--- src/pkg/dfp_cc_pkg.sv ---
/*
 * Constants and types for the source-role CC attach/detach block.
 * Assumes one 50 MHz clock; slower rates come from enable pulses.
 */
package dfp_cc_pkg;
    // pull-up current select codes
    localparam logic [1:0] RP_OFF = 2'h0;
    localparam logic [1:0] RP_DEFAULT = 2'h1;
    localparam logic [1:0] RP_1A5 = 2'h2;
    localparam logic [1:0] RP_3A0 = 2'h3;
    // comparator control codes
    localparam logic [1:0] CMP_STOP = 2'h0;
    localparam logic [1:0] CMP_CC1 = 2'h1;
    localparam logic [1:0] CMP_CC2 = 2'h2;
    localparam logic [1:0] CMP_BOTH = 2'h3;
    // threshold bit positions in the match result
    localparam int THR_ACT_DEF = 0;
    localparam int THR_ACT_1A5 = 1;
    localparam int THR_ACT_3A0 = 3;
    localparam int THR_OPEN_LOW = 5;
    localparam int THR_OPEN_HIGH = 6;
    localparam int THR_W = 8;
    // timing
    localparam int CLK_HZ = 50_000_000;
    localparam int KEEPALIVE_HZ = 20_000;
    localparam int KA_DIV = CLK_HZ / KEEPALIVE_HZ;
    localparam int DB_ACTIVE_DELAY = 2;
    localparam logic [THR_W-1:0] RESET_MASK = 8'h00;
    // decoded connection states
    typedef enum logic [2:0] {
        CONN_NONE, CONN_SINK, CONN_CABLE, CONN_CABLE_SINK, CONN_DEBUG, CONN_AUDIO
    } conn_t;
    typedef enum logic [1:0] {TERM_OPEN, TERM_SINK, TERM_CABLE} term_t;
endpackage

--- src/hw/cc_pin_debounce.sv ---
/*
 * Per-pin threshold debouncer: holds a changed comparator vector
 * for the programmed number of keep-alive ticks, then records it.
 * Assumes comparator bits synchronous to mclk_in.
 */
`timescale 1ns/1ns
module cc_pin_debounce (
    input wire logic mclk_in,
    input wire logic sys_rst_in,
    input wire logic run_in,
    input wire logic tick_in,
    input wire logic [7:0] cmp_in,
    input wire logic [7:0] mask_in,
    input wire logic [7:0] debounce_ticks_in,
    output logic [7:0] match_out,
    output logic changed_out,
    output logic first_done_out
);
    logic [7:0] cand_q;
    logic [7:0] cnt_q;
    logic [7:0] masked;

    assign masked = cmp_in & mask_in;

    // ==========================
    // candidate tracking and commit
    always_ff @(posedge mclk_in or posedge sys_rst_in) begin
        if (sys_rst_in) begin
            cand_q <= 8'h00;
            cnt_q <= 8'h00;
            match_out <= 8'h00;
            changed_out <= 1'b0;
            first_done_out <= 1'b0;
        end else begin
            changed_out <= 1'b0;
            if (!run_in) begin
                cnt_q <= 8'h00;
                first_done_out <= 1'b0;
            end else if (masked != cand_q) begin
                cand_q <= masked;
                cnt_q <= 8'h00;
            end else if (tick_in) begin
                if (cnt_q >= debounce_ticks_in) begin
                    // commit only after the full interval
                    first_done_out <= 1'b1;
                    if (match_out != cand_q || !first_done_out) begin
                        match_out <= cand_q;
                        changed_out <= (match_out != cand_q);
                    end
                end else begin
                    cnt_q <= cnt_q + 8'h01;
                end
            end
        end
    end
endmodule

--- src/hw/dfp_cc_attach_detach.sv ---
/*
 * Source-role CC attach/detach logic: pull-up select, CC sampling and
 * debounce, connection decode, interrupt summary, VBUS discharge and
 * switch control. All control and status are plain ports driven by
 * host-facing register logic outside this block.
 */
// Summary of operation
// - pull-up field 01b default, 10b 1.5 A, 11b 3.0 A per pin
// - both open: nothing attached, watch both, VBUS and VCONN off
// - sink on one pin: watch it for detach, VBUS on
// - cable only: watch open pin for sink, cable pin for detach, all off
// - cable plus sink: watch sink pin, VBUS and VCONN on
// - two sinks debug, two cables audio; watch both, power off
// - sampling a config-select pin steers pull-up away from CC
// - comparator control 00b stops sampling and debouncer
// - sampling with debounce enabled raises debouncer-active soon after
// - debouncer-active reads 0 once idle; host polls before reprogramming
// - match and change recorded only after debounce, masked thresholds
// - match-valid asserts when both pins finished first debounce
// - enabled match-valid or change raises CC summary and host line
// - host line asserts only for enabled summary sources
// - Result_a-valid raises power summary; vSafe0V match selectable
// - detach sampling runs from the 20 kHz keep-alive tick
// - sink detach when pin exceeds open threshold for advertised level
// - open thresholds: 1.60 V default and 1.5 A, 2.60 V for 3.0 A
// - discharge switch closes until VBUS below vSafe0V
// - discharge timeout raises error interrupt and host line
// - clearing power switch enable opens the 5 V switch
// - per-pin VCONN bits drive FETs; host clears on detach
// - host access wakes oscillator; clock gate keeps only keep-alive
// - communication select routes transceiver to the sink pin
`timescale 1ns/1ns
module dfp_cc_attach_detach (
    input wire logic mclk_in,
    input wire logic sys_rst_in,
    input wire logic [1:0] cc1_rp_sel_in,
    input wire logic [1:0] cc2_rp_sel_in,
    input wire logic config_select_a_in,
    input wire logic config_select_b_in,
    input wire logic [1:0] cc_compare_ctl_in,
    input wire logic cc_debounce_en_in,
    input wire logic [7:0] match_debounce_time_in,
    input wire logic [7:0] cc_threshold_match_mask_in,
    input wire logic [7:0] cc1_cmp_in,
    input wire logic [7:0] cc2_cmp_in,
    input wire logic [2:0] cc_irq_enable_reg_in,
    input wire logic power_irq_enable_reg_in,
    input wire logic [2:0] top_irq_enable_in,
    input wire logic result_a_mask_in,
    input wire logic vbus_safe_zero_in,
    input wire logic vbus_summary_src_in,
    input wire logic port_power_switch_en_in,
    input wire logic discharge_en_in,
    input wire logic [15:0] vbus_discharge_timeout_in,
    input wire logic vconn1_en_in,
    input wire logic vconn2_en_in,
    input wire logic host_access_in,
    input wire logic clock_gate_reg_in,
    input wire logic irq_clear_in,
    output logic [1:0] cc1_rp_drive_out,
    output logic [1:0] cc2_rp_drive_out,
    output logic cc_debouncer_active_out,
    output logic [7:0] cc1_match_result_out,
    output logic [7:0] cc2_match_result_out,
    output logic cc_pin1_changed_out,
    output logic cc_pin2_changed_out,
    output logic cc_result_valid_out,
    output logic vbus_result_valid_out,
    output logic vbus_safe_zero_hit_out,
    output logic cc_summary_irq_out,
    output logic power_summary_irq_out,
    output logic discharge_error_out,
    output logic irq_n_out,
    output dfp_cc_pkg::conn_t conn_state_out,
    output logic [1:0] monitor_pins_out,
    output logic vbus_on_out,
    output logic vconn_on_out,
    output logic vbus_switch_out,
    output logic discharge_switch_out,
    output logic vconn1_fet_out,
    output logic vconn2_fet_out,
    output logic comm_to_cc2_out,
    output logic osc_enable_out
);
    import dfp_cc_pkg::*;

    // ==========================
    // keep-alive tick divider
    logic [15:0] ka_cnt_q;
    logic ka_tick;
    always_ff @(posedge mclk_in or posedge sys_rst_in) begin
        if (sys_rst_in) begin
            ka_cnt_q <= 16'h0000;
        end else if (ka_cnt_q == 16'(KA_DIV - 1)) begin
            ka_cnt_q <= 16'h0000;
        end else begin
            ka_cnt_q <= ka_cnt_q + 16'h0001;
        end
    end
    assign ka_tick = (ka_cnt_q == 16'(KA_DIV - 1));

    // ==========================
    // pull-up drive
    logic cfg_sampling;
    assign cfg_sampling = config_select_a_in | config_select_b_in;
    always_ff @(posedge mclk_in or posedge sys_rst_in) begin
        if (sys_rst_in) begin
            cc1_rp_drive_out <= RP_OFF;
            cc2_rp_drive_out <= RP_OFF;
        end else if (cfg_sampling) begin
            // shared source is busy on the config pins
            cc1_rp_drive_out <= RP_OFF;
            cc2_rp_drive_out <= RP_OFF;
        end else begin
            cc1_rp_drive_out <= cc1_rp_sel_in;
            cc2_rp_drive_out <= cc2_rp_sel_in;
        end
    end

    // ==========================
    // debouncer run control
    logic run1, run2, sampling;
    logic [1:0] act_cnt_q;
    assign sampling = (cc_compare_ctl_in != CMP_STOP) && cc_debounce_en_in;
    assign run1 = sampling && cc_compare_ctl_in[0];
    assign run2 = sampling && cc_compare_ctl_in[1];
    always_ff @(posedge mclk_in or posedge sys_rst_in) begin
        if (sys_rst_in) begin
            act_cnt_q <= 2'h0;
            cc_debouncer_active_out <= 1'b0;
        end else if (!sampling) begin
            // reads zero once idle so host may reprogram
            act_cnt_q <= 2'h0;
            cc_debouncer_active_out <= 1'b0;
        end else if (act_cnt_q == 2'(DB_ACTIVE_DELAY)) begin
            cc_debouncer_active_out <= 1'b1;
        end else begin
            act_cnt_q <= act_cnt_q + 2'h1;
        end
    end

    logic done1, done2, chg1, chg2;
    cc_pin_debounce u_deb1 (
        .mclk_in(mclk_in),
        .sys_rst_in(sys_rst_in),
        .run_in(run1),
        .tick_in(ka_tick),
        .cmp_in(cc1_cmp_in),
        .mask_in(cc_threshold_match_mask_in),
        .debounce_ticks_in(match_debounce_time_in),
        .match_out(cc1_match_result_out),
        .changed_out(chg1),
        .first_done_out(done1)
    );
    cc_pin_debounce u_deb2 (
        .mclk_in(mclk_in),
        .sys_rst_in(sys_rst_in),
        .run_in(run2),
        .tick_in(ka_tick),
        .cmp_in(cc2_cmp_in),
        .mask_in(cc_threshold_match_mask_in),
        .debounce_ticks_in(match_debounce_time_in),
        .match_out(cc2_match_result_out),
        .changed_out(chg2),
        .first_done_out(done2)
    );

    // ==========================
    // sticky event flags, set wins over clear
    logic valid_evt, done_both_q;
    assign valid_evt = done1 && done2 && !done_both_q;
    always_ff @(posedge mclk_in or posedge sys_rst_in) begin
        if (sys_rst_in) begin
            done_both_q <= 1'b0;
        end else begin
            done_both_q <= done1 && done2;
        end
    end
    always_ff @(posedge mclk_in or posedge sys_rst_in) begin
        if (sys_rst_in) begin
            cc_result_valid_out <= 1'b0;
            cc_pin1_changed_out <= 1'b0;
            cc_pin2_changed_out <= 1'b0;
        end else begin
            cc_result_valid_out <= valid_evt | (cc_result_valid_out & ~irq_clear_in);
            cc_pin1_changed_out <= chg1 | (cc_pin1_changed_out & ~irq_clear_in);
            cc_pin2_changed_out <= chg2 | (cc_pin2_changed_out & ~irq_clear_in);
        end
    end

    // ==========================
    // result_a and discharge
    logic vbus_hit;
    logic safe_q;
    assign vbus_hit = result_a_mask_in & vbus_safe_zero_in;
    always_ff @(posedge mclk_in or posedge sys_rst_in) begin
        if (sys_rst_in) begin
            safe_q <= 1'b0;
            vbus_safe_zero_hit_out <= 1'b0;
            vbus_result_valid_out <= 1'b0;
        end else begin
            safe_q <= vbus_hit;
            vbus_safe_zero_hit_out <= vbus_hit;
            vbus_result_valid_out <= (vbus_hit & ~safe_q)
                | (vbus_result_valid_out & ~irq_clear_in);
        end
    end

    logic [15:0] dis_cnt_q;
    always_ff @(posedge mclk_in or posedge sys_rst_in) begin
        if (sys_rst_in) begin
            discharge_switch_out <= 1'b0;
            dis_cnt_q <= 16'h0000;
            discharge_error_out <= 1'b0;
        end else begin
            if (discharge_en_in && !vbus_safe_zero_in
                    && dis_cnt_q < vbus_discharge_timeout_in) begin
                discharge_switch_out <= 1'b1;
                if (ka_tick) begin
                    dis_cnt_q <= dis_cnt_q + 16'h0001;
                end
            end else begin
                // opens on vSafe0V, disable, or timeout
                discharge_switch_out <= 1'b0;
            end
            if (!discharge_en_in) begin
                dis_cnt_q <= 16'h0000;
            end
            discharge_error_out <= (discharge_en_in && !vbus_safe_zero_in
                && dis_cnt_q >= vbus_discharge_timeout_in)
                | (discharge_error_out & ~irq_clear_in);
        end
    end

    // ==========================
    // summary and host interrupt
    always_ff @(posedge mclk_in or posedge sys_rst_in) begin
        if (sys_rst_in) begin
            cc_summary_irq_out <= 1'b0;
            power_summary_irq_out <= 1'b0;
            irq_n_out <= 1'b1;
        end else begin
            cc_summary_irq_out <= (cc_result_valid_out & cc_irq_enable_reg_in[0])
                | (cc_pin1_changed_out & cc_irq_enable_reg_in[1])
                | (cc_pin2_changed_out & cc_irq_enable_reg_in[2]);
            power_summary_irq_out <= (vbus_result_valid_out & power_irq_enable_reg_in)
                | discharge_error_out;
            irq_n_out <= ~((cc_summary_irq_out & top_irq_enable_in[0])
                | (vbus_summary_src_in & top_irq_enable_in[1])
                | (power_summary_irq_out & top_irq_enable_in[2]));
        end
    end

    // ==========================
    // connection decode from recorded matches
    function automatic term_t classify(input logic [7:0] m, input logic [1:0] rp);
        logic act, open;
        begin
            act = (rp == RP_DEFAULT) ? m[THR_ACT_DEF] :
                  (rp == RP_1A5) ? m[THR_ACT_1A5] : m[THR_ACT_3A0];
            // open threshold follows the advertised level
            open = (rp == RP_3A0) ? m[THR_OPEN_HIGH] : m[THR_OPEN_LOW];
            if (open) begin
                classify = TERM_OPEN;
            end else if (act) begin
                classify = TERM_SINK;
            end else begin
                classify = TERM_CABLE;
            end
        end
    endfunction

    term_t t1, t2;
    assign t1 = classify(cc1_match_result_out, cc1_rp_sel_in);
    assign t2 = classify(cc2_match_result_out, cc2_rp_sel_in);

    always_ff @(posedge mclk_in or posedge sys_rst_in) begin
        if (sys_rst_in) begin
            conn_state_out <= CONN_NONE;
            monitor_pins_out <= 2'h3;
            vbus_on_out <= 1'b0;
            vconn_on_out <= 1'b0;
            comm_to_cc2_out <= 1'b0;
        end else begin
            vbus_on_out <= 1'b0;
            vconn_on_out <= 1'b0;
            monitor_pins_out <= 2'h3;
            if (t1 == TERM_OPEN && t2 == TERM_OPEN) begin
                conn_state_out <= CONN_NONE;
            end else if (t1 == TERM_SINK && t2 == TERM_SINK) begin
                conn_state_out <= CONN_DEBUG;
            end else if (t1 == TERM_CABLE && t2 == TERM_CABLE) begin
                conn_state_out <= CONN_AUDIO;
            end else if (t1 == TERM_SINK || t2 == TERM_SINK) begin
                monitor_pins_out <= (t1 == TERM_SINK) ? 2'h1 : 2'h2;
                comm_to_cc2_out <= (t2 == TERM_SINK);
                vbus_on_out <= 1'b1;
                if (t1 == TERM_CABLE || t2 == TERM_CABLE) begin
                    conn_state_out <= CONN_CABLE_SINK;
                    vconn_on_out <= 1'b1;
                end else begin
                    conn_state_out <= CONN_SINK;
                end
            end else begin
                conn_state_out <= CONN_CABLE;
            end
        end
    end

    // ==========================
    // power switches and oscillator
    always_ff @(posedge mclk_in or posedge sys_rst_in) begin
        if (sys_rst_in) begin
            vbus_switch_out <= 1'b0;
            vconn1_fet_out <= 1'b0;
            vconn2_fet_out <= 1'b0;
            osc_enable_out <= 1'b1;
        end else begin
            vbus_switch_out <= port_power_switch_en_in;
            vconn1_fet_out <= vconn1_en_in;
            vconn2_fet_out <= vconn2_en_in;
            // host access always wins over the gate
            osc_enable_out <= host_access_in | ~clock_gate_reg_in;
        end
    end

    // ==========================
    // checks
    a_rp_steer_away: assert property (@(posedge mclk_in) disable iff (sys_rst_in)
        cfg_sampling |=> cc1_rp_drive_out == RP_OFF && cc2_rp_drive_out == RP_OFF)
        else $error("pull-up driven while config pin sampled");
    a_rp_follow: assert property (@(posedge mclk_in) disable iff (sys_rst_in)
        !cfg_sampling |=> cc1_rp_drive_out == $past(cc1_rp_sel_in))
        else $error("pull-up select not applied");
    a_stop_idle: assert property (@(posedge mclk_in) disable iff (sys_rst_in)
        cc_compare_ctl_in == CMP_STOP |=> !cc_debouncer_active_out)
        else $error("debouncer active while stopped");
    a_active_soon: assert property (@(posedge mclk_in) disable iff (sys_rst_in)
        sampling [*4] |=> cc_debouncer_active_out)
        else $error("debouncer active late");
    a_irq_gated: assert property (@(posedge mclk_in) disable iff (sys_rst_in)
        (top_irq_enable_in == 3'h0) [*2] |=> irq_n_out)
        else $error("host line without enable");
    a_cc_irq_path: assert property (@(posedge mclk_in) disable iff (sys_rst_in)
        (cc_pin1_changed_out && cc_irq_enable_reg_in[1]) |=> cc_summary_irq_out)
        else $error("cc summary missed");
    a_discharge_open: assert property (@(posedge mclk_in) disable iff (sys_rst_in)
        vbus_safe_zero_in |=> !discharge_switch_out)
        else $error("discharge closed at vSafe0V");
    a_switch_open: assert property (@(posedge mclk_in) disable iff (sys_rst_in)
        !port_power_switch_en_in |=> !vbus_switch_out)
        else $error("vbus switch stays closed");
    a_vconn_off: assert property (@(posedge mclk_in) disable iff (sys_rst_in)
        conn_state_out != CONN_CABLE_SINK |-> !vconn_on_out)
        else $error("vconn on in wrong state");

    c_sink_attach: cover property (@(posedge mclk_in) conn_state_out == CONN_SINK);
    c_cable_sink: cover property (@(posedge mclk_in) conn_state_out == CONN_CABLE_SINK);
    c_discharge_err: cover property (@(posedge mclk_in) discharge_error_out);
    c_irq_low: cover property (@(posedge mclk_in) !irq_n_out);
endmodule

--- config.mk ---
export PLATFORM = sky130hd
export DESIGN_NAME = dfp_cc_attach_detach
export DESIGN_NICKNAME = d
export VERILOG_FILES = /design/src/pkg/dfp_cc_pkg.sv /design/src/hw/cc_pin_debounce.sv /design/src/hw/dfp_cc_attach_detach.sv
export SDC_FILE = /design/constraint.sdc
export NUM_CORES = 1
export LEC_CHECK = 0
export ABC_CLOCK_PERIOD_IN_PS = 9200
export BUFFER_PORTS_ARGS = -buffer_cell sky130_fd_sc_hd__buf_4
export CAP_MARGIN = 20
export CORE_MARGIN = 3
export CORE_UTILIZATION = 50
export CTS_BUF_LIST = sky130_fd_sc_hd__clkbuf_4
export CTS_CLUSTER_DIAMETER = 120
export DETAILED_ROUTE_END_ITERATION = 12
export PLACE_DENSITY = 0.73
export SYNTH_ARGS = -nofsm -noshare
export SYNTH_HDL_FRONTEND = slang
export SYNTH_SLANG_ARGS = --single-unit
--- constraint.sdc ---
create_clock -name mclk_in -period 9.2 [get_ports mclk_in]
set_input_delay 1.38 -clock mclk_in [delete_from_list [all_inputs] [get_ports mclk_in]]
set_output_delay 1.38 -clock mclk_in [all_outputs]
set_load 0.05 [all_outputs]
==> results.sh, run 1 <==
export IMPL_outcome="complete, no violations"
export IMPL_synth_edf_count=0
export IMPL_cts_buffers=17
export IMPL_die_x_um=117
export IMPL_cts_sinks=114
export IMPL_n_antenna_cell=0
export IMPL_yosys_warnings=0
export IMPL_cp_max_fo=23
export IMPL_syn_area_um2=6150
export IMPL_row_count=39
export IMPL_p_leak_nw=3.68
export IMPL_avgSynthCellArea_um2=9.96
export IMPL_cp_start_kind="flop"
export IMPL_rsz0062_at_grt="false"
export IMPL_synth_seq_area_share_pct=46.4
export IMPL_synthFlopType="dfrtp_1"
export IMPL_regArea_um2=2860
export IMPL_clockRootBuffer="clkbuf_4"
export IMPL_grt_pass1_wl_um=23700
export IMPL_async_flop_share_pct=100
export IMPL_cp_top_family="simple AND/OR/NAND/NOR gates"
export IMPL_postCtsHoldBufs=0
export IMPL_post_cts_buffers=0
export IMPL_gr_usage_all_layers_pct=22.2
export IMPL_combPwrFrac_pct=14.0
export IMPL_area_growth_pct=21.0
export IMPL_worst_path_max_delay_cell="or3_1"
export IMPL_hpwl_um=11100
export IMPL_routedWlPerCell_um=15.9
export IMPL_regToRegSetupSlack_ps=5640
export IMPL_cp_buffers_inverters=0
export IMPL_p_int_w=0.000739
export IMPL_path_cells="ha_1 -> or4b_4 -> nor4_4 -> o2111ai_1 -> or3_1 -> o311ai_0 -> o41ai_1"
export IMPL_top_layer_used="met4"
export IMPL_multiInputGateArea_um2=3080
export IMPL_antenna_found_initial=0
export IMPL_ios=119
export IMPL_fin_crit_ps=3560
export IMPL_ir_drop_mv=0.0982
export IMPL_placed_area_um2=7190
export IMPL_critical_path_arrival_ps=3940
export IMPL_synth_cells=618
export IMPL_vias=5158
export IMPL_numPortBuffers=118
export IMPL_rr_startpoint="ka_cnt_q[0]"
export IMPL_hold_path_class="reg2reg"
export IMPL_via_per_inst=5.73
export IMPL_gp_congestion=0.832
export IMPL_tightest_slew_ps=904
export IMPL_endpoint_kind="flop"
export IMPL_p_sw_share_pct=27.9
export IMPL_ys_types=57
export IMPL_final_common_cell="buf_4"
export IMPL_first_global_vias=5055
export IMPL_met2_length_um=6940
export IMPL_nets=857
export IMPL_setup_viol=0
export IMPL_die_y_um=117
export IMPL_p_sw_w=0.000286
export IMPL_fmax_mhz=281
export IMPL_layout_drive_gt1_share_pct=23.5
export IMPL_critPathKind="reg2reg"
export IMPL_hold_violations=0
export IMPL_ff2ff_path_depth=7
export IMPL_wl_met1_um=6190
export IMPL_p_seq_share_pct=52.1
export IMPL_clock_latency_ps=520
export IMPL_grt_ovfl_total=0
export IMPL_initial_core_util_pct=52.5
export IMPL_crit_start="ka_cnt_q[0]"
export IMPL_drtAntennaViolNets=0
export IMPL_synth_fp_nets=731
export IMPL_pwr_share_clk_pct=33.9
export IMPL_drtIter0Drc=227
export IMPL_coreArea_um2=11700
export IMPL_finalSetupTns_ps=0
export IMPL_htreeDepth=4
export IMPL_cts_tree="yes"
export IMPL_clockBufferDepth=2
export IMPL_dr_pass1_iters=5
export IMPL_drv_cap=0
export IMPL_skew_ps=11.7
export IMPL_r2r_end="dis_cnt_q[8]"
export IMPL_final_cell_mix="121 x buf_4, 110 x dfrtp_1, 48 x nand2_1, 42 x inv_1, 40 x a21oi_1"
export IMPL_powerDensity_nw_per_um2=138
export IMPL_cts_resized=0
export IMPL_fin_area_um2=7450
export IMPL_clk_pin_slew_ps=100
export IMPL_worstHoldEndpoint="irq_n_out"
export IMPL_min_delay_start="power_summary_irq_out"
export IMPL_dieArea_um2=13700
export IMPL_wl_met3_um=915
export IMPL_drc_errors=0
export IMPL_ys_seq_elements=114
export IMPL_cp_required_ps=9580
export IMPL_fillCellCount=949
export IMPL_slew_viol_final=0
export IMPL_finalCritPeriodShare_pct=38.7
export IMPL_grt_max_degree=72
export IMPL_wl_um=14300
export IMPL_cpPeakStageDelay_ps=690
export IMPL_hold_depth=1
export IMPL_slew_headroom_pct=39.6
## cells by family (layout without fill, tap and decap cells)
family	after synthesis	in the layout	synth area share [%]
simple gates	211	211	17.9
compound gates	136	136	14.7
flops	114	114	46.4
buf+inv	57	196	3.64
xor+xnor	42	42	5.98
fa+ha+maj	37	37	7.52
mux	21	21	3.76
## sequential cells by signal (all words and copies together), names as in the netlist, 2 cells and up
| register | count |
|---|---|
| dis_cnt_q | 16 |
| u_deb1.cand_q | 8 |
| u_deb2.match_out | 8 |
| monitor_pins_out | 2 |
| u_deb2.cand_q | 8 |
| u_deb1.cnt_q | 8 |
| cc1_rp_drive_out | 2 |
| cc2_rp_drive_out | 2 |
| u_deb1.match_out | 8 |
| act_cnt_q | 2 |
| conn_state_out | 3 |
| u_deb2.cnt_q | 8 |
| ka_cnt_q | 16 |
## synthesized netlist by cell type, drive strengths merged (7+ instances only)
cell type  number  area (um^2)
and3           21          131
ha             37          463
o22ai           9         56.3
a21oi          40          200
nand2          48          180
clkbuf         11         41.3
dfrtp         110         2750
o21ai          25          125
nor2           34          128
nand3          34          170
inv            43          161
a21o            8         60.1
or3            10         62.6
nand4          12         75.1
and2            7         43.8
xor2            8         70.1
o31ai          14          105
mux2           17          191
nand2b         13         81.3
xnor2          34          298
## per-layer routing
layer	GRT usage, %	vias to the layer above
li1	-	2492
met1	27.8	2472
met2	37.2	170
met3	6.22	24
met4	7.19	0
met5	0	-
## power by group through the flow
stage                     Sequential (W)  Combinational [W]  Clock [W]
after detailed placement        0.000543           0.000145          0
after global placement          0.000542           0.000140          0
after global routing            0.000536           0.000159   0.000379
after CTS                       0.000534           0.000146   0.000358
after floorplan                 0.000565          0.0000603          0
final                           0.000534           0.000144   0.000347
## area by class of cell
cell class | count | area share, %
inverters | 43 | 2.20
clock inverters | 13 | 1.60
clock buffers | 19 | 1.92
flip-flops and latches | 114 | 38.4
multi-input cells | 447 | 41.3
well taps | 143 | 2.40
repair buffers | 121 | 12.2
## per-stage QoR
step | setup slack [ps] | total power (W) | hold slack (ps) | instances | utilization (%)
6_report | 5640 | 0.00103 | 422 | 900 | 63.6
5_1_grt | 5430 | 0.00108 | 437 | 900 | 63.6
4_1_cts | 5680 | 0.00104 | 429 | 900 | 63.6
3_5_place_dp | 5330 | 0.000689 | 430 | 868 | 61.4
3_3_place_gp | 5540 | 0.000682 | 414 | 868 | 61.4
2_1_floorplan | 4810 | 0.000625 | 404 | 618 | -
## worst max path at each step
stage	cells past startpoint	slack, ps	end
2_1_floorplan	1	4810	act_cnt_q[0]
3_3_place_gp	9	5540	dis_cnt_q[0]
3_5_place_dp	9	5330	dis_cnt_q[8]
4_1_cts	7	5680	dis_cnt_q[8]
5_1_grt	7	5430	dis_cnt_q[8]
6_report	7	5640	dis_cnt_q[8]
Power figures use the tool's default switching activity.
==> run 2: changes to the inputs <==
ABC_CLOCK_PERIOD_IN_PS = 3300   (was 9200)
clock period = 3.3 ns   (was 9.2 ns; I/O delays follow)
==> run 2 against run 1 <==
Global-route usage is 0.35 points lower; worst hold slack got worse by 340 ps; largest cell class unchanged; critical path type unchanged; critical endpoint is now dis_cnt_q[12]; fmax grew 16%; critical path depth stayed put; total power grew to 3.0 times the previous value; worst setup slack worse by 5400 ps; combinational power rose to 2.8 times the previous value.
==> results.sh, run 2 (synthesis gave the netlist of run 1 again) <==
export IMPL_outcome="complete, no violations"
export IMPL_layout_drive_gt1_share_pct=24.3
export IMPL_tightest_slew_ps=930
export IMPL_hpwl_um=10700
export IMPL_grt_ovfl_total=0
export IMPL_wl_um=14000
export IMPL_first_global_vias=5007
export IMPL_skew_ps=13.7
export IMPL_fin_crit_ps=3080
export IMPL_clock_latency_ps=520
export IMPL_critPathKind="reg2reg"
export IMPL_via_per_inst=5.68
export IMPL_layout_cells_non_filler=904
export IMPL_dieArea_um2=13700
export IMPL_setup_viol=0
export IMPL_cts_sinks=114
export IMPL_dp_cells=872
export IMPL_hold_violations=0
export IMPL_slew_viol_final=0
export IMPL_p_leak_nw=3.73
export IMPL_cp_required_ps=3730
export IMPL_cp_buffers_inverters=0
export IMPL_row_count=39
export IMPL_drc_errors=0
export IMPL_routedWlPerCell_um=15.5
export IMPL_cts_tree="yes"
export IMPL_n_antenna_cell=0
export IMPL_coreArea_um2=11700
export IMPL_endpoint_kind="flop"
export IMPL_finalSetupTns_ps=0
export IMPL_initial_core_util_pct=52.5
export IMPL_drtAntennaViolNets=0
export IMPL_cp_start_kind="flop"
export IMPL_cts_resized=0
export IMPL_critical_path_arrival_ps=3510
export IMPL_vias=5136
export IMPL_grt_max_degree=51
export IMPL_numPortBuffers=118
export IMPL_grt_pass1_wl_um=23500
export IMPL_antenna_found_initial=0
export IMPL_finalCritPeriodShare_pct=93.3
export IMPL_worst_path_max_delay_cell="or3_1"
export IMPL_cts_buffers=17
export IMPL_drv_cap=0
export IMPL_area_growth_pct=23.1
export IMPL_clk_pin_slew_ps=100
export IMPL_cp_max_fo=20
export IMPL_ir_drop_mv=0.197
export IMPL_gp_congestion=0.856
export IMPL_die_y_um=117
export IMPL_hold_path_class="in2reg"
export IMPL_rsz0062_at_grt="false"
export IMPL_htreeDepth=4
export IMPL_slew_headroom_pct=37.2
export IMPL_fmax_mhz=325
export IMPL_clockBufferDepth=2
export IMPL_die_x_um=117
export IMPL_gr_usage_all_layers_pct=21.8
export IMPL_cpPeakStageDelay_ps=640
export IMPL_utilization_pct=64.7
export IMPL_drtIter0Drc=235
export IMPL_reg_largest_list="dis_cnt_q x16, ka_cnt_q x16"
export IMPL_post_cts_buffers=0
export IMPL_final_common_cell="buf_4"
export IMPL_nets=861
export IMPL_ios=119
export IMPL_powerDensity_nw_per_um2=409
export IMPL_postCtsHoldBufs=0
export IMPL_clockRootBuffer="clkbuf_4"
export IMPL_holdWs_ps=85.0
export IMPL_cp_top_family="simple AND/OR/NAND/NOR gates"
export IMPL_dr_pass1_iters=4
export IMPL_final_cell_mix="124 x buf_4, 110 x dfrtp_1, 48 x nand2_1, 42 x inv_1, 40 x a21oi_1"
export IMPL_path_cells="ha_1 -> or4b_4 -> nor4_4 -> o2111ai_1 -> or3_1 -> nor4_1 -> mux2i_1"
[run 2: per-layer routing]
layer  vias up  track usage (%)  wire length (um)
li1       2498                -                 -
met1      2476             28.6              6370
met2       146             35.9              6670
met3        16             5.76               765
met4         0             6.27               172
met5         -                0                 0
[run 2: worst reg2reg max path, cell delays in order (launching register included)]
cell	delay [ps]
dfrtp_1	460
ha_1	260
or4b_4	520
nor4_4	310
o2111ai_1	200
or3_1	640
nor4_1	410
mux2i_1	230
[run 2: per-stage QoR]
step	cell area, um^2	setup WS [ps]	total power (W)
after global routing	7570	42.7	0.00325
after global placement	7230	432	0.00190
after floorplan	6160	521	0.00174
after detailed placement	7230	282	0.00192
after CTS	7570	231	0.00313
final	7570	220	0.00310
[run 2: final timing paths]
check                                             start                  end  slack (ps)  cells past startpoint
worst min-delay path            port_power_switch_en_in      vbus_switch_out          90                      1
min in group asynchronous                    sys_rst_in       vconn2_fet_out         100                      2
worst min register to register    power_summary_irq_out            irq_n_out         430                      1
worst max register to register              ka_cnt_q[0]        dis_cnt_q[12]         220                      7
max in group asynchronous                    sys_rst_in  u_deb2.match_out[7]        2320                      3
worst max-delay path                        ka_cnt_q[0]        dis_cnt_q[12]         220                      7
[run 2: area by class of cell]
type	instances	area (um^2)
clock inverter	15	214
multi-input combinational	447	3080
inverter	43	165
sequential	114	2860
timing repair buffer	125	951
clock buffer	17	128
tap	143	179
fill	953	4140
[run 2: power breakdown]
part	leakage (nW)	internal, W	switching [W]	total (W)
sequential	1.52	0.00144	0.0000438	0.00149
clock	0.175	0.000672	0.000537	0.00121
combinational	2.04	0.000169	0.000231	0.000401
total	3.73	0.00229	0.000812	0.00310
